File: src/ctl_pkg.sv
`default_nettype none
package ctl_pkg;
  // ****************************************
  // Widths and reset values
  // ****************************************
  localparam int PC_W = 15;
  localparam logic [14:0] PC_RESET = 15'h0000;
  localparam logic [7:0] SP_RESET = 8'h6F;
  localparam logic [14:0] VEC_BASE = 15'h7E00;
  localparam logic [3:0] NIB_ZERO = 4'h0;

  // ****************************************
  // Opcodes
  // ****************************************
  localparam logic [1:0] OP_REL_TOP = 2'h0;
  localparam logic [3:0] OP_LDB_SHORT_HI = 4'h4;
  localparam logic [3:0] OP_PAGE_JUMP_HI = 4'h5;
  localparam logic [7:0] OP_LONG_JUMP = 8'h60;
  localparam logic [7:0] OP_CALL = 8'h61;
  localparam logic [7:0] OP_RETURN = 8'h62;
  localparam logic [7:0] OP_RETURN_SKIP = 8'h63;
  localparam logic [7:0] OP_INT_RETURN = 8'h64;
  localparam logic [7:0] OP_TABLE_READ = 8'h65;
  localparam logic [7:0] OP_INDIRECT_JUMP = 8'h66;
  localparam logic [7:0] OP_VECTOR_SEL = 8'h67;
  localparam logic [7:0] OP_NOP = 8'h68;
  localparam logic [7:0] OP_ROT_RIGHT = 8'h69;
  localparam logic [7:0] OP_ROT_LEFT = 8'h6A;
  localparam logic [7:0] OP_SWAP_NIB = 8'h6B;
  localparam logic [7:0] OP_ADD = 8'h70;
  localparam logic [7:0] OP_ADD_C = 8'h71;
  localparam logic [7:0] OP_SUB = 8'h72;
  localparam logic [7:0] OP_SUB_C = 8'h73;
  localparam logic [7:0] OP_LDA_IMM = 8'h74;
  localparam logic [7:0] OP_IF_EQ = 8'h75;
  localparam logic [7:0] OP_IF_C = 8'h76;
  localparam logic [7:0] OP_IF_NC = 8'h77;
  localparam logic [7:0] OP_XCH_BINC = 8'h78;
  localparam logic [7:0] OP_XCH_BDEC = 8'h79;
  localparam logic [7:0] OP_XCH_XINC = 8'h7A;
  localparam logic [7:0] OP_XCH_XDEC = 8'h7B;
  localparam logic [7:0] OP_LDX_IMM = 8'h7C;
  localparam logic [7:0] OP_LDB_IMM = 8'h7D;

  typedef enum logic [3:0] {
    S_FETCH = 4'b0000,
    S_DEC = 4'b0001,
    S_OP1 = 4'b0010,
    S_OP2 = 4'b0011,
    S_TBL = 4'b0100,
    S_VHI = 4'b0101,
    S_VLO = 4'b0110,
    S_XCH = 4'b0111,
    S_PUSH = 4'b1000,
    S_POP = 4'b1001,
    S_POP2 = 4'b1010
  } state_e;

  // Instruction length in bytes, used to step over skipped instructions.
  function automatic logic [14:0] op_len(input logic [7:0] o);
    if (o[7:4] == OP_PAGE_JUMP_HI || (o >= OP_ADD && o <= OP_IF_EQ) || o == OP_LDX_IMM || o == OP_LDB_IMM) begin
      return 15'h0002;
    end else if (o == OP_LONG_JUMP || o == OP_CALL) begin
      return 15'h0003;
    end else begin
      return 15'h0001;
    end
  endfunction

  // Six-bit field f encodes distance f+1, giving -31 to +32.
  function automatic logic [14:0] rel_dist(input logic [7:0] o);
    return {{9{o[5]}}, o[5:0]} + 15'h0001;
  endfunction
endpackage
`default_nettype wire

File: src/alu_if.sv
`timescale 1ns/10ps
`default_nettype none
interface alu_if;
  logic [7:0] fn;
  logic [7:0] a;
  logic [7:0] m;
  logic cin;
  logic [7:0] res;
  logic cout;
  modport core (output fn, output a, output m, output cin, input res, input cout);
  modport unit (input fn, input a, input m, input cin, output res, output cout);
endinterface
`default_nettype wire

File: src/acc_alu.sv
`timescale 1ns/10ps
`default_nettype none
module acc_alu
  import ctl_pkg::*;
(
  alu_if.unit bus
);
  logic [8:0] sum;
  logic [7:0] mop;
  logic ci;

  always_comb begin
    mop = bus.m;
    ci = 1'b0;
    bus.res = bus.a;
    bus.cout = bus.cin;
    case (bus.fn)
      OP_ADD_C: begin
        ci = bus.cin;
      end
      OP_SUB: begin
        mop = ~bus.m;
        ci = 1'b1;
      end
      OP_SUB_C: begin
        mop = ~bus.m;
        ci = bus.cin;
      end
      default: begin
        ci = 1'b0;
      end
    endcase
    sum = {1'b0, bus.a} + {1'b0, mop} + {8'h00, ci};
    case (bus.fn)
      OP_ADD, OP_ADD_C, OP_SUB, OP_SUB_C: begin
        bus.res = sum[7:0];
        bus.cout = sum[8];
      end
      OP_ROT_RIGHT: begin
        bus.res = {bus.cin, bus.a[7:1]};
        bus.cout = bus.a[0];
      end
      OP_ROT_LEFT: begin
        bus.res = {bus.a[6:0], bus.cin};
        bus.cout = bus.a[7];
      end
      OP_SWAP_NIB: begin
        bus.res = {bus.a[3:0], bus.a[7:4]};
      end
      default: begin
        bus.res = bus.a;
      end
    endcase
  end
endmodule
`default_nettype wire

File: src/flow_core.sv
`timescale 1ns/10ps
`default_nettype none
module flow_core
  import ctl_pkg::*;
(
  input wire logic clk,
  input wire logic resetn,
  input wire logic ce,
  input wire logic [7:0] pm_data,
  input wire logic [7:0] dm_rdata,
  input wire logic [3:0] irq_id,
  output logic [14:0] pm_addr,
  output logic [7:0] dm_addr,
  output logic dm_wr,
  output logic [7:0] dm_wdata,
  output logic [14:0] pc,
  output logic [7:0] acc,
  output logic carry,
  output logic [7:0] b_ptr,
  output logic [7:0] x_ptr,
  output logic [7:0] sp
);
  state_e state;
  logic [7:0] op;
  logic [7:0] b1;
  logic [7:0] b2;
  logic skip;
  logic [7:0] cur;
  logic [14:0] pc_ret;

  alu_if alu();

  acc_alu u_alu (
    .bus(alu)
  );

  // Opcode in flight: fresh from memory while decoding, latched afterwards.
  assign cur = (state == S_DEC) ? pm_data : op;
  assign alu.fn = cur;
  assign alu.a = acc;
  assign alu.m = pm_data;
  assign alu.cin = carry;
  assign pc_ret = pc + 15'h0003;

  // ****************************************
  // Program flow
  // ****************************************
  always_ff @(posedge clk or negedge resetn) begin
    if (!resetn) begin
      state <= S_FETCH;
      pc <= PC_RESET;
      op <= OP_NOP;
      b1 <= 8'h00;
      b2 <= 8'h00;
      skip <= 1'b0;
      sp <= SP_RESET;
      pm_addr <= PC_RESET;
      dm_addr <= 8'h00;
      dm_wr <= 1'b0;
      dm_wdata <= 8'h00;
    end else if (ce) begin
      dm_wr <= 1'b0;
      case (state)
        S_FETCH: begin
          pm_addr <= pc;
          state <= S_DEC;
        end
        S_DEC: begin
          op <= pm_data;
          state <= S_FETCH;
          if (skip) begin
            skip <= 1'b0;
            pc <= pc + op_len(pm_data);
          end else if (pm_data[7:6] == OP_REL_TOP) begin
            pc <= pc + rel_dist(pm_data);
          end else if (op_len(pm_data) != 15'h0001) begin
            pm_addr <= pc + 15'h0001;
            state <= S_OP1;
          end else begin
            case (pm_data)
              OP_RETURN, OP_RETURN_SKIP, OP_INT_RETURN: begin
                sp <= sp + 8'h01;
                dm_addr <= sp + 8'h01;
                state <= S_POP;
              end
              OP_TABLE_READ: begin
                pm_addr <= {pc[14:8], acc};
                pc <= pc + 15'h0001;
                state <= S_TBL;
              end
              OP_INDIRECT_JUMP: begin
                pm_addr <= {pc[14:8], acc};
                state <= S_TBL;
              end
              OP_VECTOR_SEL: begin
                pm_addr <= VEC_BASE + {10'h000, irq_id, 1'b0};
                state <= S_VHI;
              end
              OP_XCH_BINC, OP_XCH_BDEC: begin
                dm_addr <= b_ptr;
                pc <= pc + 15'h0001;
                state <= S_XCH;
              end
              OP_XCH_XINC, OP_XCH_XDEC: begin
                dm_addr <= x_ptr;
                pc <= pc + 15'h0001;
                state <= S_XCH;
              end
              OP_IF_C: begin
                skip <= !carry;
                pc <= pc + 15'h0001;
              end
              OP_IF_NC: begin
                skip <= carry;
                pc <= pc + 15'h0001;
              end
              default: begin
                pc <= pc + 15'h0001;
              end
            endcase
          end
        end
        S_OP1: begin
          b1 <= pm_data;
          state <= S_FETCH;
          if (op_len(op) == 15'h0003) begin
            pm_addr <= pc + 15'h0002;
            state <= S_OP2;
          end else if (op[7:4] == OP_PAGE_JUMP_HI) begin
            pc <= {pc[14:12], op[3:0], pm_data};
          end else begin
            if (op == OP_IF_EQ) begin
              skip <= (acc != pm_data);
            end
            pc <= pc + 15'h0002;
          end
        end
        S_OP2: begin
          b2 <= pm_data;
          state <= S_FETCH;
          if (op == OP_CALL) begin
            dm_addr <= sp;
            dm_wdata <= pc_ret[7:0];
            dm_wr <= 1'b1;
            sp <= sp - 8'h01;
            pc <= pc_ret;
            state <= S_PUSH;
          end else begin
            pc <= {b1[6:0], pm_data};
          end
        end
        S_PUSH: begin
          dm_addr <= sp;
          dm_wdata <= {1'b0, pc[14:8]};
          dm_wr <= 1'b1;
          sp <= sp - 8'h01;
          pc <= {b1[6:0], b2};
          state <= S_FETCH;
        end
        S_POP: begin
          b1 <= dm_rdata;
          sp <= sp + 8'h01;
          dm_addr <= sp + 8'h01;
          state <= S_POP2;
        end
        S_POP2: begin
          pc <= {b1[6:0], dm_rdata};
          skip <= (op == OP_RETURN_SKIP);
          state <= S_FETCH;
        end
        S_TBL: begin
          if (op == OP_INDIRECT_JUMP) begin
            pc <= {pc[14:8], pm_data};
          end
          state <= S_FETCH;
        end
        S_VHI: begin
          b1 <= pm_data;
          pm_addr <= pm_addr + 15'h0001;
          state <= S_VLO;
        end
        S_VLO: begin
          pc <= {b1[6:0], pm_data};
          state <= S_FETCH;
        end
        S_XCH: begin
          dm_wdata <= acc;
          dm_wr <= 1'b1;
          state <= S_FETCH;
        end
        default: begin
          state <= S_FETCH;
        end
      endcase
    end
  end

  // ****************************************
  // Operand registers
  // ****************************************
  always_ff @(posedge clk or negedge resetn) begin
    if (!resetn) begin
      acc <= 8'h00;
      carry <= 1'b0;
      b_ptr <= 8'h00;
      x_ptr <= 8'h00;
    end else if (ce) begin
      if (state == S_DEC && !skip) begin
        if (pm_data[7:4] == OP_LDB_SHORT_HI) begin
          b_ptr <= {NIB_ZERO, pm_data[3:0]};
        end else if (pm_data == OP_ROT_RIGHT || pm_data == OP_ROT_LEFT || pm_data == OP_SWAP_NIB) begin
          acc <= alu.res;
          carry <= alu.cout;
        end
      end
      if (state == S_OP1) begin
        case (op)
          OP_ADD, OP_ADD_C, OP_SUB, OP_SUB_C: begin
            acc <= alu.res;
            carry <= alu.cout;
          end
          OP_LDA_IMM: begin
            acc <= pm_data;
          end
          OP_LDX_IMM: begin
            x_ptr <= pm_data;
          end
          OP_LDB_IMM: begin
            b_ptr <= pm_data;
          end
          default: begin
            acc <= acc;
          end
        endcase
      end
      if (state == S_TBL && op == OP_TABLE_READ) begin
        acc <= pm_data;
      end
      if (state == S_XCH) begin
        acc <= dm_rdata;
        case (op)
          OP_XCH_BINC: b_ptr <= b_ptr + 8'h01;
          OP_XCH_BDEC: b_ptr <= b_ptr - 8'h01;
          OP_XCH_XINC: x_ptr <= x_ptr + 8'h01;
          default: x_ptr <= x_ptr - 8'h01;
        endcase
      end
    end
  end

  // ****************************************
  // Checks
  // ****************************************
  // A stalled clock enable holds every register, so each antecedent includes ce.
  property p_short_b;
    @(posedge clk) disable iff (!resetn)
    (ce && state == S_DEC && !skip && pm_data[7:4] == OP_LDB_SHORT_HI) |=> b_ptr == {4'h0, $past(pm_data[3:0])};
  endproperty
  a_short_b: assert property (p_short_b) else $error("short pointer load wrong");

  property p_rel;
    @(posedge clk) disable iff (!resetn)
    (ce && state == S_DEC && !skip && pm_data[7:6] == OP_REL_TOP) |=> pc == $past(pc) + rel_dist($past(pm_data));
  endproperty
  a_rel: assert property (p_rel) else $error("relative target wrong");

  property p_page;
    @(posedge clk) disable iff (!resetn)
    (ce && state == S_OP1 && op[7:4] == OP_PAGE_JUMP_HI) |=> pc == {$past(pc[14:12]), $past(op[3:0]), $past(pm_data)};
  endproperty
  a_page: assert property (p_page) else $error("page jump wrong");

  property p_table;
    @(posedge clk) disable iff (!resetn)
    (ce && state == S_DEC && !skip && pm_data == OP_TABLE_READ) |=> (pm_addr == {$past(pc[14:8]), $past(acc)})
      ##1 (!$past(ce) || acc == $past(pm_data)) ##0 pc == $past(pc, 2) + 15'h0001;
  endproperty
  a_table: assert property (p_table) else $error("table read wrong");

  property p_xch;
    @(posedge clk) disable iff (!resetn)
    (ce && state == S_XCH && op == OP_XCH_BINC) |=> b_ptr == $past(b_ptr) + 8'h01 && dm_wr && dm_addr == $past(b_ptr);
  endproperty
  a_xch: assert property (p_xch) else $error("pointer exchange wrong");

  property p_skip;
    @(posedge clk) disable iff (!resetn)
    (ce && state == S_DEC && skip) |=> pc == $past(pc) + op_len($past(pm_data)) && $stable(acc) && $stable(b_ptr)
      && state == S_FETCH && !skip;
  endproperty
  a_skip: assert property (p_skip) else $error("skipped instruction had effect");

  property p_ifc;
    @(posedge clk) disable iff (!resetn)
    (ce && state == S_DEC && !skip && pm_data == OP_IF_C) |=> skip == !$past(carry);
  endproperty
  a_ifc: assert property (p_ifc) else $error("carry test skip wrong");

  property p_ret;
    @(posedge clk) disable iff (!resetn)
    (ce && state == S_POP2) |=> pc == {$past(b1[6:0]), $past(dm_rdata)} && sp == $past(sp);
  endproperty
  a_ret: assert property (p_ret) else $error("return address wrong");

  property p_long;
    @(posedge clk) disable iff (!resetn)
    (ce && state == S_OP2 && op == OP_LONG_JUMP) |=> pc == {$past(b1[6:0]), $past(pm_data)};
  endproperty
  a_long: assert property (p_long) else $error("long jump wrong");

  property p_ind;
    @(posedge clk) disable iff (!resetn)
    (ce && state == S_TBL && op == OP_INDIRECT_JUMP) |=> pc == {$past(pc[14:8]), $past(pm_data)};
  endproperty
  a_ind: assert property (p_ind) else $error("indirect jump wrong");
endmodule
`default_nettype wire

File: config.mk
export PLATFORM = sky130hd
export DESIGN_NAME = flow_core
export DESIGN_NICKNAME = d
export VERILOG_FILES = /design/src/ctl_pkg.sv /design/src/alu_if.sv /design/src/acc_alu.sv /design/src/flow_core.sv
export SDC_FILE = /design/constraint.sdc
export NUM_CORES = 1
export LEC_CHECK = 0
export ABC_CLOCK_PERIOD_IN_PS = 11900
export BUFFER_PORTS_ARGS = -buffer_cell sky130_fd_sc_hd__buf_4
export CORE_ASPECT_RATIO = 1.5
export CORE_MARGIN = 5
export CORE_UTILIZATION = 45
export DETAILED_ROUTE_END_ITERATION = 8
export PLACE_DENSITY = 0.66
export SYNTH_ARGS = -nofsm -noshare
export SYNTH_HDL_FRONTEND = slang
export SYNTH_HIERARCHICAL = 1
export SYNTH_SLANG_ARGS = --single-unit
File: constraint.sdc
create_clock -name clk -period 11.9 [get_ports clk]
set_input_delay 0 -clock clk [delete_from_list [all_inputs] [get_ports clk]]
set_output_delay 0 -clock clk [all_outputs]
set_load 0.01 [all_outputs]
==> results of run 1 <==
## cells in the final DEF, fill, tap and decap left out, types with 23 or more instances in the layout
| cell | netlist | routed |
|---|---|---|
| nand2_1 | 129 | 129 |
| nor2_1 | 115 | 115 |
| xnor2_1 | 50 | 50 |
| mux2i_1 | 26 | 26 |
| xor2_1 | 35 | 35 |
| ha_1 | 46 | 46 |
| nor3_1 | 40 | 39 |
| a31oi_1 | 27 | 27 |
| dfrtp_1 | 99 | 99 |
| o21ai_0 | 124 | 121 |
| inv_1 | 34 | 34 |
| o22ai_1 | 23 | 23 |
| buf_4 | 2 | 123 |
| nand3_1 | 42 | 42 |
| a21oi_1 | 112 | 111 |
## cells in the mapped netlist, drive strengths merged (16+ instances only)
library cell  number
o22ai             23
a221oi            21
clkbuf            84
nand2            130
dfrtp             99
a21oi            113
o211ai            16
buf               31
ha                46
xor2              35
nand3             42
mux2i             26
xnor2             51
nor3              40
inv               35
mux2              16
o21ai            131
nor2             116
a21o              19
a22oi             17
o31ai             22
a31oi             27
## cells by family (layout without fill, tap and decap cells)
group,Yosys count,count (layout),share of synthesized area (%)
mux,42,42,4.024
xor+xnor,87,87,7.167
buf+inv,150,180,5.430
flops,108,108,24.79
fa+ha+maj,52,52,6.356
compound gates,505,505,30.19
simple gates,475,475,22.04
## stage by stage
stage | util (%) | std cells
2_1_floorplan | - | 1419
3_3_place_gp | 48.95 | 1751
3_5_place_dp | 48.95 | 1751
4_1_cts | 50.49 | 1773
5_1_grt | 50.49 | 1773
6_report | 50.49 | 1773
## power breakdown
group	switching (mW)	leakage, nW	internal (mW)	total [mW]
clock	0.152	0.143	0.185	0.337
combinational	0.791	3.47	0.589	1.38
sequential	0.291	1.34	0.505	0.796
## sequential cells by signal (all words and copies together) (netlist names), 4 cells and up
signal / cells
b1: 7
op: 8
sp: 8
pc: 15
state: 4
x_ptr: 8
dm_addr: 8
b_ptr: 8
pm_addr: 15
acc: 8
dm_wdata: 8
b2: 8
## per-layer routing
metal / global-route usage, % / vias to the layer above
met3: 4.413 / 199
met1: 35.50 / 5648
met2: 53.40 / 629
met4: 22.82 / 0
met5: 0 / -
li1: - / 5360
## area by class of cell
class                      count  area [sq um]  area share, %
clock buffer                  12         236.5          1.938
clock inverter                 4         75.07         0.6151
tap                          324         405.4          3.322
multi-input combinational   1161          7659          62.75
timing repair buffer         129         983.4          8.058
inverter                      35         131.4          1.076
sequential                   108          2714          22.24
## how the worst min path moves through the flow
stage	startpoint	end	slack, ns
final	dm_rdata[7]	acc[7]	0.004
after global routing	dm_rdata[0]	b1[0]	0.03
after CTS	dm_rdata[7]	acc[7]	0.005
after detailed placement	resetn	pm_addr[11]	0.05
after global placement	resetn	pm_addr[11]	0.04
after floorplan	resetn	acc[0]	-0.30
## worst reg2reg max path, stage by stage, from the launching register on
cell	delay, ns
dfrtp_1	0.75
or4b_2	1.13
nand2_1	0.16
o21ai_0	0.10
and4bb_2	0.38
and3b_1	0.40
nand2_4	0.18
xnor2_1	0.23
fa_1	0.26
inv_1	0.07
fa_1	0.38
nand2b_1	0.20
nand2b_1	0.08
a21oi_1	0.07
xnor2_1	0.13
a221o_1	0.28
and3_1	0.14
a221o_1	0.25
a22o_1	0.17
## repair_timing
action,in CTS,in global routing
hold buffers,6,0
endpoints found under the hold margin,48,0
setup endpoints to repair,0,0
==> metrics.yaml, run 1 <==
status:
  outcome: "finished, final reports clean"
setup_path:
  endpoint_kind: "flip-flop"
  path_depth: 18
  rrSetupSlack_ns: 6.41
  worstSetupEndpoint: "acc[4]"
  path_max_fanout: 31
  rr_startpoint: "state[2]"
  worstSetupPathType: "reg -> reg"
  startpoint_type: "flip-flop"
  r2r_cells: 18
  crit_start: "state[2]"
  cp.required_ns: 12.15
  cp.buffers_inverters: 1
  slowest_delay_ns: 1.12
  reg2reg_to: "acc[4]"
  cp.arrival_ns: 5.74
  slowest_stage: "or4b_2"
  path_delay_family: "simple AND/OR/NAND/NOR gates"
  path_cells: "or4b_2, nand2_1, o21ai_0, and4bb_2, and3b_1, nand2_4, xnor2_1, fa_1, inv_1, fa_1, nand2b_1, nand2b_1, a21oi_1, xnor2_1, a221o_1, and3_1, a221o_1, a22o_1"
sta:
  period_share_pct: 46.12
  tightest_slew_ns: 1.018
  clock.fmax_mhz: 182.2
  maxSlewViolCount: 0
  period_needed_ns: 5.488
  holdWs_ns: 0.003701
  hold_violations: 0
  setup_ws_ns: 6.412
  setup-violations-final: 0
  fin_tns_setup_ns: 0
  relSlewSlack_pct: 31.55
  clock_skew_ns: 0.01872
  rsz0062_at_grt: "no"
clocking:
  cts.htree.levels: 3
  clkSlewWorstSetupHoldPaths_ns: 0.07
  insertion_delay_ns: 0.38
  cts_buffer_depth: 2
  post_cts_resized: 0
  cts_tree: "built"
  root_buffer: "clkbuf_16"
  cts_buffers: 9
  postCtsSetupBuffers: 0
  clkSinkCount: 108
logic_synthesis:
  synth_ff_type: "dfrtp_1"
  ys_ff_latch: 108
  synthesis.area_sq_um: 10950
  yosysSeqAreaShare_pct: 24.79
  synth_nets: 1494
  synth_edf_count: 0
  synth_top_area_cell: "dfrtp_1"
  yosysWarnings: 6
  postSynthAreaPerCell_sq_um: 7.714
  synth_area_leaders: "dfrtp_1 23%, o21ai_0 5.7%, ha_1 5.3%, a21oi_1 5.1%, nand2_1 4.4%"
  netlist.area_leader.share_pct: 22.63
  ys_types: 90
  syn_inst: 1419
  synthArstFlopShare_pct: 100.0
worst_hold_path:
  whs_path_depth: 3
  hp-class: "in -> reg"
power_and_ir_drop:
  finalPower_mw: 2.514
  p_per_area_nw_per_um2: 206.0
  vdd_drop_max_mv: 0.08265
  p_leak_nw: 4.958
floorplan:
  pin_count: 103
  dieArea_sq_um: 27610
  row_count: 70
  die_w_um: 137.3
  die_height_um: 201.0
  fp.coreArea_sq_um: 24170
  start_util_pct: 45.28
global_routing:
  grt_pass1_vias: 11530
  grt-ovfl-total: 0
  grt_util_all_layers_pct: 31.55
  antenna_found_initial: 0
  grt_max_degree: 66
  grt_pass1_wl_um: 67100
final_layout:
  antenna_cells: 0
  final_area_sq_um: 12200
  fill_cells: 2443
  final_nets: 1519
  drive_above_1_share_pct: 13.66
  area_growth_pct: 11.50
route:
  met2_length_um: 21750
  drc: 0
  routed_via_density: 6.676
  wire_per_inst_um: 24.65
  met1_length_um: 15670
  vias: 11840
  top_layer: "met4"
  wirelength_um: 43710
  ant_nets: 0
  drt_pass1_iterations: 6
  drt-initial-drc-count: 1164
  route.met3.wl_um: 2627
flow_run:
  max-cap-violations: 0
placed_design:
  placed_area_sq_um: 11830
  portBuffers: 102
  dp_worst_setup_slack_ns: 6.515
  dp_hpwl_um: 32210
  place_congestion: 0.9886
(Power assumes the default switching activity.)
==> inputs of run 2 (changes only) <==
--- a/config.mk
+++ b/config.mk
@@ -5,7 +5,7 @@
 export SDC_FILE = /design/constraint.sdc
 export NUM_CORES = 1
 export LEC_CHECK = 0
-export ABC_CLOCK_PERIOD_IN_PS = 11900
+export ABC_CLOCK_PERIOD_IN_PS = 5700
 export BUFFER_PORTS_ARGS = -buffer_cell sky130_fd_sc_hd__buf_4
 export CORE_ASPECT_RATIO = 1.5
 export CORE_MARGIN = 5
==> constraint.sdc (replaced) <==
create_clock -name clk -period 5.7 [get_ports clk]
set_input_delay 0 -clock clk [delete_from_list [all_inputs] [get_ports clk]]
set_output_delay 0 -clock clk [all_outputs]
set_load 0.01 [all_outputs]
==> metrics.yaml, run 2 (same netlist as run 1, synthesis figures left out) <==
status:
  outcome: "finished, final reports clean"
power_and_ir_drop:
  switching_share_pct: 49.31  # +0.23 points
  vdd_drop_max_mv: 0.2057  # +150%
  p_int_mw: 2.631  # +110%
  pwr-share-clk_pct: 12.9  # -0.5 points
  p_leak_nw: 5.012  # +1.1%
  p_per_area_nw_per_um2: 422.9  # +110%
  power_switching_mw: 2.559  # +110%
  pwr-share-comb_pct: 55.7  # +0.8 points
  power_frac_seq_pct: 31.4  # -0.3 points
floorplan:
  row_count: 70  # unchanged
  fp.coreArea_sq_um: 24170  # unchanged
  pin_count: 103  # unchanged
  start_util_pct: 45.28  # unchanged
  dieArea_sq_um: 27610  # unchanged
  die_height_um: 201.0  # unchanged
  die_w_um: 137.3  # unchanged
global_routing:
  grt_pass1_wl_um: 65940  # -1.7%
  gr-usage-met2_pct: 52.04  # -1.4 points
  groute.layer.met3.usage_pct: 4.614  # +0.20 points
  grt_max_degree: 78  # +18%
  grt_util_all_layers_pct: 30.79  # -0.75 points
  grt-busiest-layer: "met2"
  grt_pass1_vias: 11490  # -0.31%
  antenna_found_initial: 0  # unchanged
  grt_use_met1_pct: 34.57  # -0.93 points
  grt-ovfl-total: 0  # unchanged
route:
  drt_pass1_iterations: 7  # +1
  wire_per_inst_um: 24.00  # -2.6%
  wirelength_um: 42790  # -2.1%
  routed_via_density: 6.625  # -0.75%
  ant_nets: 0  # unchanged
  vias: 11810  # -0.19%
  drc: 0  # unchanged
  drt-initial-drc-count: 1013  # -13%
sta:
  clock_skew_ns: 0.01612  # -0.002597 ns
  rsz0062_at_grt: "no"
  maxSlewViolCount: 0  # unchanged
  period_needed_ns: 4.794  # -0.6947 ns
  setup_ws_ns: 0.9064  # -5.505 ns
  hold_violations: 0  # unchanged
  setup-violations-final: 0  # unchanged
  tightest_slew_ns: 1.144  # +0.1257 ns
  period_share_pct: 84.10  # +38 points
  relSlewSlack_pct: 23.75  # -7.8 points
  clock.fmax_mhz: 208.6  # +14%
  fin_tns_setup_ns: 0  # unchanged
clocking:
  clkSlewWorstSetupHoldPaths_ns: 0.08  # about the same
  cts_buffer_depth: 2  # unchanged
  cts_buffers: 9  # unchanged
  cts.htree.levels: 3  # unchanged
  clkSinkCount: 108  # unchanged
  postCtsSetupBuffers: 0  # unchanged
  insertion_delay_ns: 0.38  # about the same
  root_buffer: "clkbuf_16"
  cts_tree: "built"
final_layout:
  final_nets: 1529  # +0.66%
  antenna_cells: 0  # unchanged
  layout_commonest_cell: "buf_4"
  reg_top3: "pc: 15 flops, pm_addr: 15 flops"
  final_cell_mix: "130 x buf_4, 129 x nand2_1, 122 x o21ai_0"
  area_growth_pct: 12.14
  drive_above_1_share_pct: 14.26  # +0.59 points
setup_path:
  r2r_cells: 18  # unchanged
  rr_startpoint: "state[1]"
  worstSetupPathType: "reg -> reg"
  cp.arrival_ns: 5.05  # -0.69 ns
  path_cells: "or4b_2, nand2_1, o21ai_0, and4bb_2, and3b_1, nand2_4, xnor2_1, fa_1, inv_1, fa_1, nand2b_1, nand2b_1, a21oi_1, xnor2_1, a221o_1, and3_1, a221o_1, a22o_1"
  worstSetupEndpoint: "acc[4]"
  reg2reg_to: "acc[4]"
  startpoint_type: "flip-flop"
  path_depth: 18  # unchanged
  rrSetupSlack_ns: 0.91  # -5.51 ns
  crit_start: "state[1]"
  path_delay_family: "simple AND/OR/NAND/NOR gates"
  endpoint_kind: "flip-flop"
  slowest_stage: "or4b_2"
  slowest_delay_ns: 0.86  # -0.26 ns
  cp.buffers_inverters: 1  # unchanged
  path_max_fanout: 13  # -58%
  cp.required_ns: 5.96  # -6.19 ns
placed_design:
  portBuffers: 102  # unchanged
  place_congestion: 0.9897  # +0.11%
  dp_worst_setup_slack_ns: 0.9530  # -5.562 ns
  dp_hpwl_um: 31680  # -1.7%
flow_run:
  max-cap-violations: 0  # unchanged
worst_hold_path:
  hp-class: "in -> reg"
==> run 2: how the worst min path moves through the flow <==
stage | from | to | slack [ns] | cells after the start
floorplan | resetn | acc[0] | -0.30 | 0
global placement | resetn | pm_addr[12] | -0.02 | 1
detailed placement | resetn | pm_addr[12] | -0.02 | 1
CTS | pm_data[0] | x_ptr[0] | 0.001 | 3
global route | pm_data[0] | x_ptr[0] | 0.01 | 3
finish | pm_data[0] | x_ptr[0] | 0.008 | 3
==> run 2: layer usage <==
| metal | routed length [um] | up-vias |
|---|---|---|
| met4 | 3356 | 0 |
| met1 | 15300 | 5641 |
| met5 | 0 | - |
| met2 | 21430 | 604 |
| li1 | - | 5389 |
| met3 | 2705 | 179 |
==> run 2: repair_timing <==
item | CTS | global route
endpoints found under the hold margin | 39 | 0
resized for setup | 0 | 0
hold buffers | 9 | 0
==> run 2: power groups by stage <==
stage                     clock network, mW  logic, mW  registers, mW
after floorplan                           0       1.94           1.42
after global placement                    0       2.81           1.62
after detailed placement                  0       2.84           1.63
after CTS                             0.676       2.85           1.61
after global routing                  0.699       3.15           1.67
final                                 0.670       2.89           1.63
==> run 2: stage by stage <==
step	power [mW]	hold WS, ns	util, %	std cells	cell area, sq um
final	5.190	0.008360	50.78	1783	12270
after global routing	5.515	0.01217	50.78	1783	12270
after CTS	5.142	0.001465	50.78	1783	12270
after detailed placement	4.463	-0.02049	49.17	1758	11890
after global placement	4.429	-0.02350	49.17	1758	11890
after floorplan	3.359	-0.2956	-	1419	10950
==> run 2: cell type report <==
class | count | area [sq um]
Clock buffer | 9 | 225.2
Clock inverter | 7 | 73.82
Fill cell | 2476 | 11900
Inverter | 35 | 131.4
Multi-Input combinational cell | 1161 | 7659
Sequential cell | 108 | 2714
Tap cell | 324 | 405.4
Timing Repair Buffer | 139 | 1066
==> run 2: worst min-delay path, stage by stage <==
cell,delay [ns]
buf_4,0.20
a22oi_1,0.08
o21ai_0,0.07
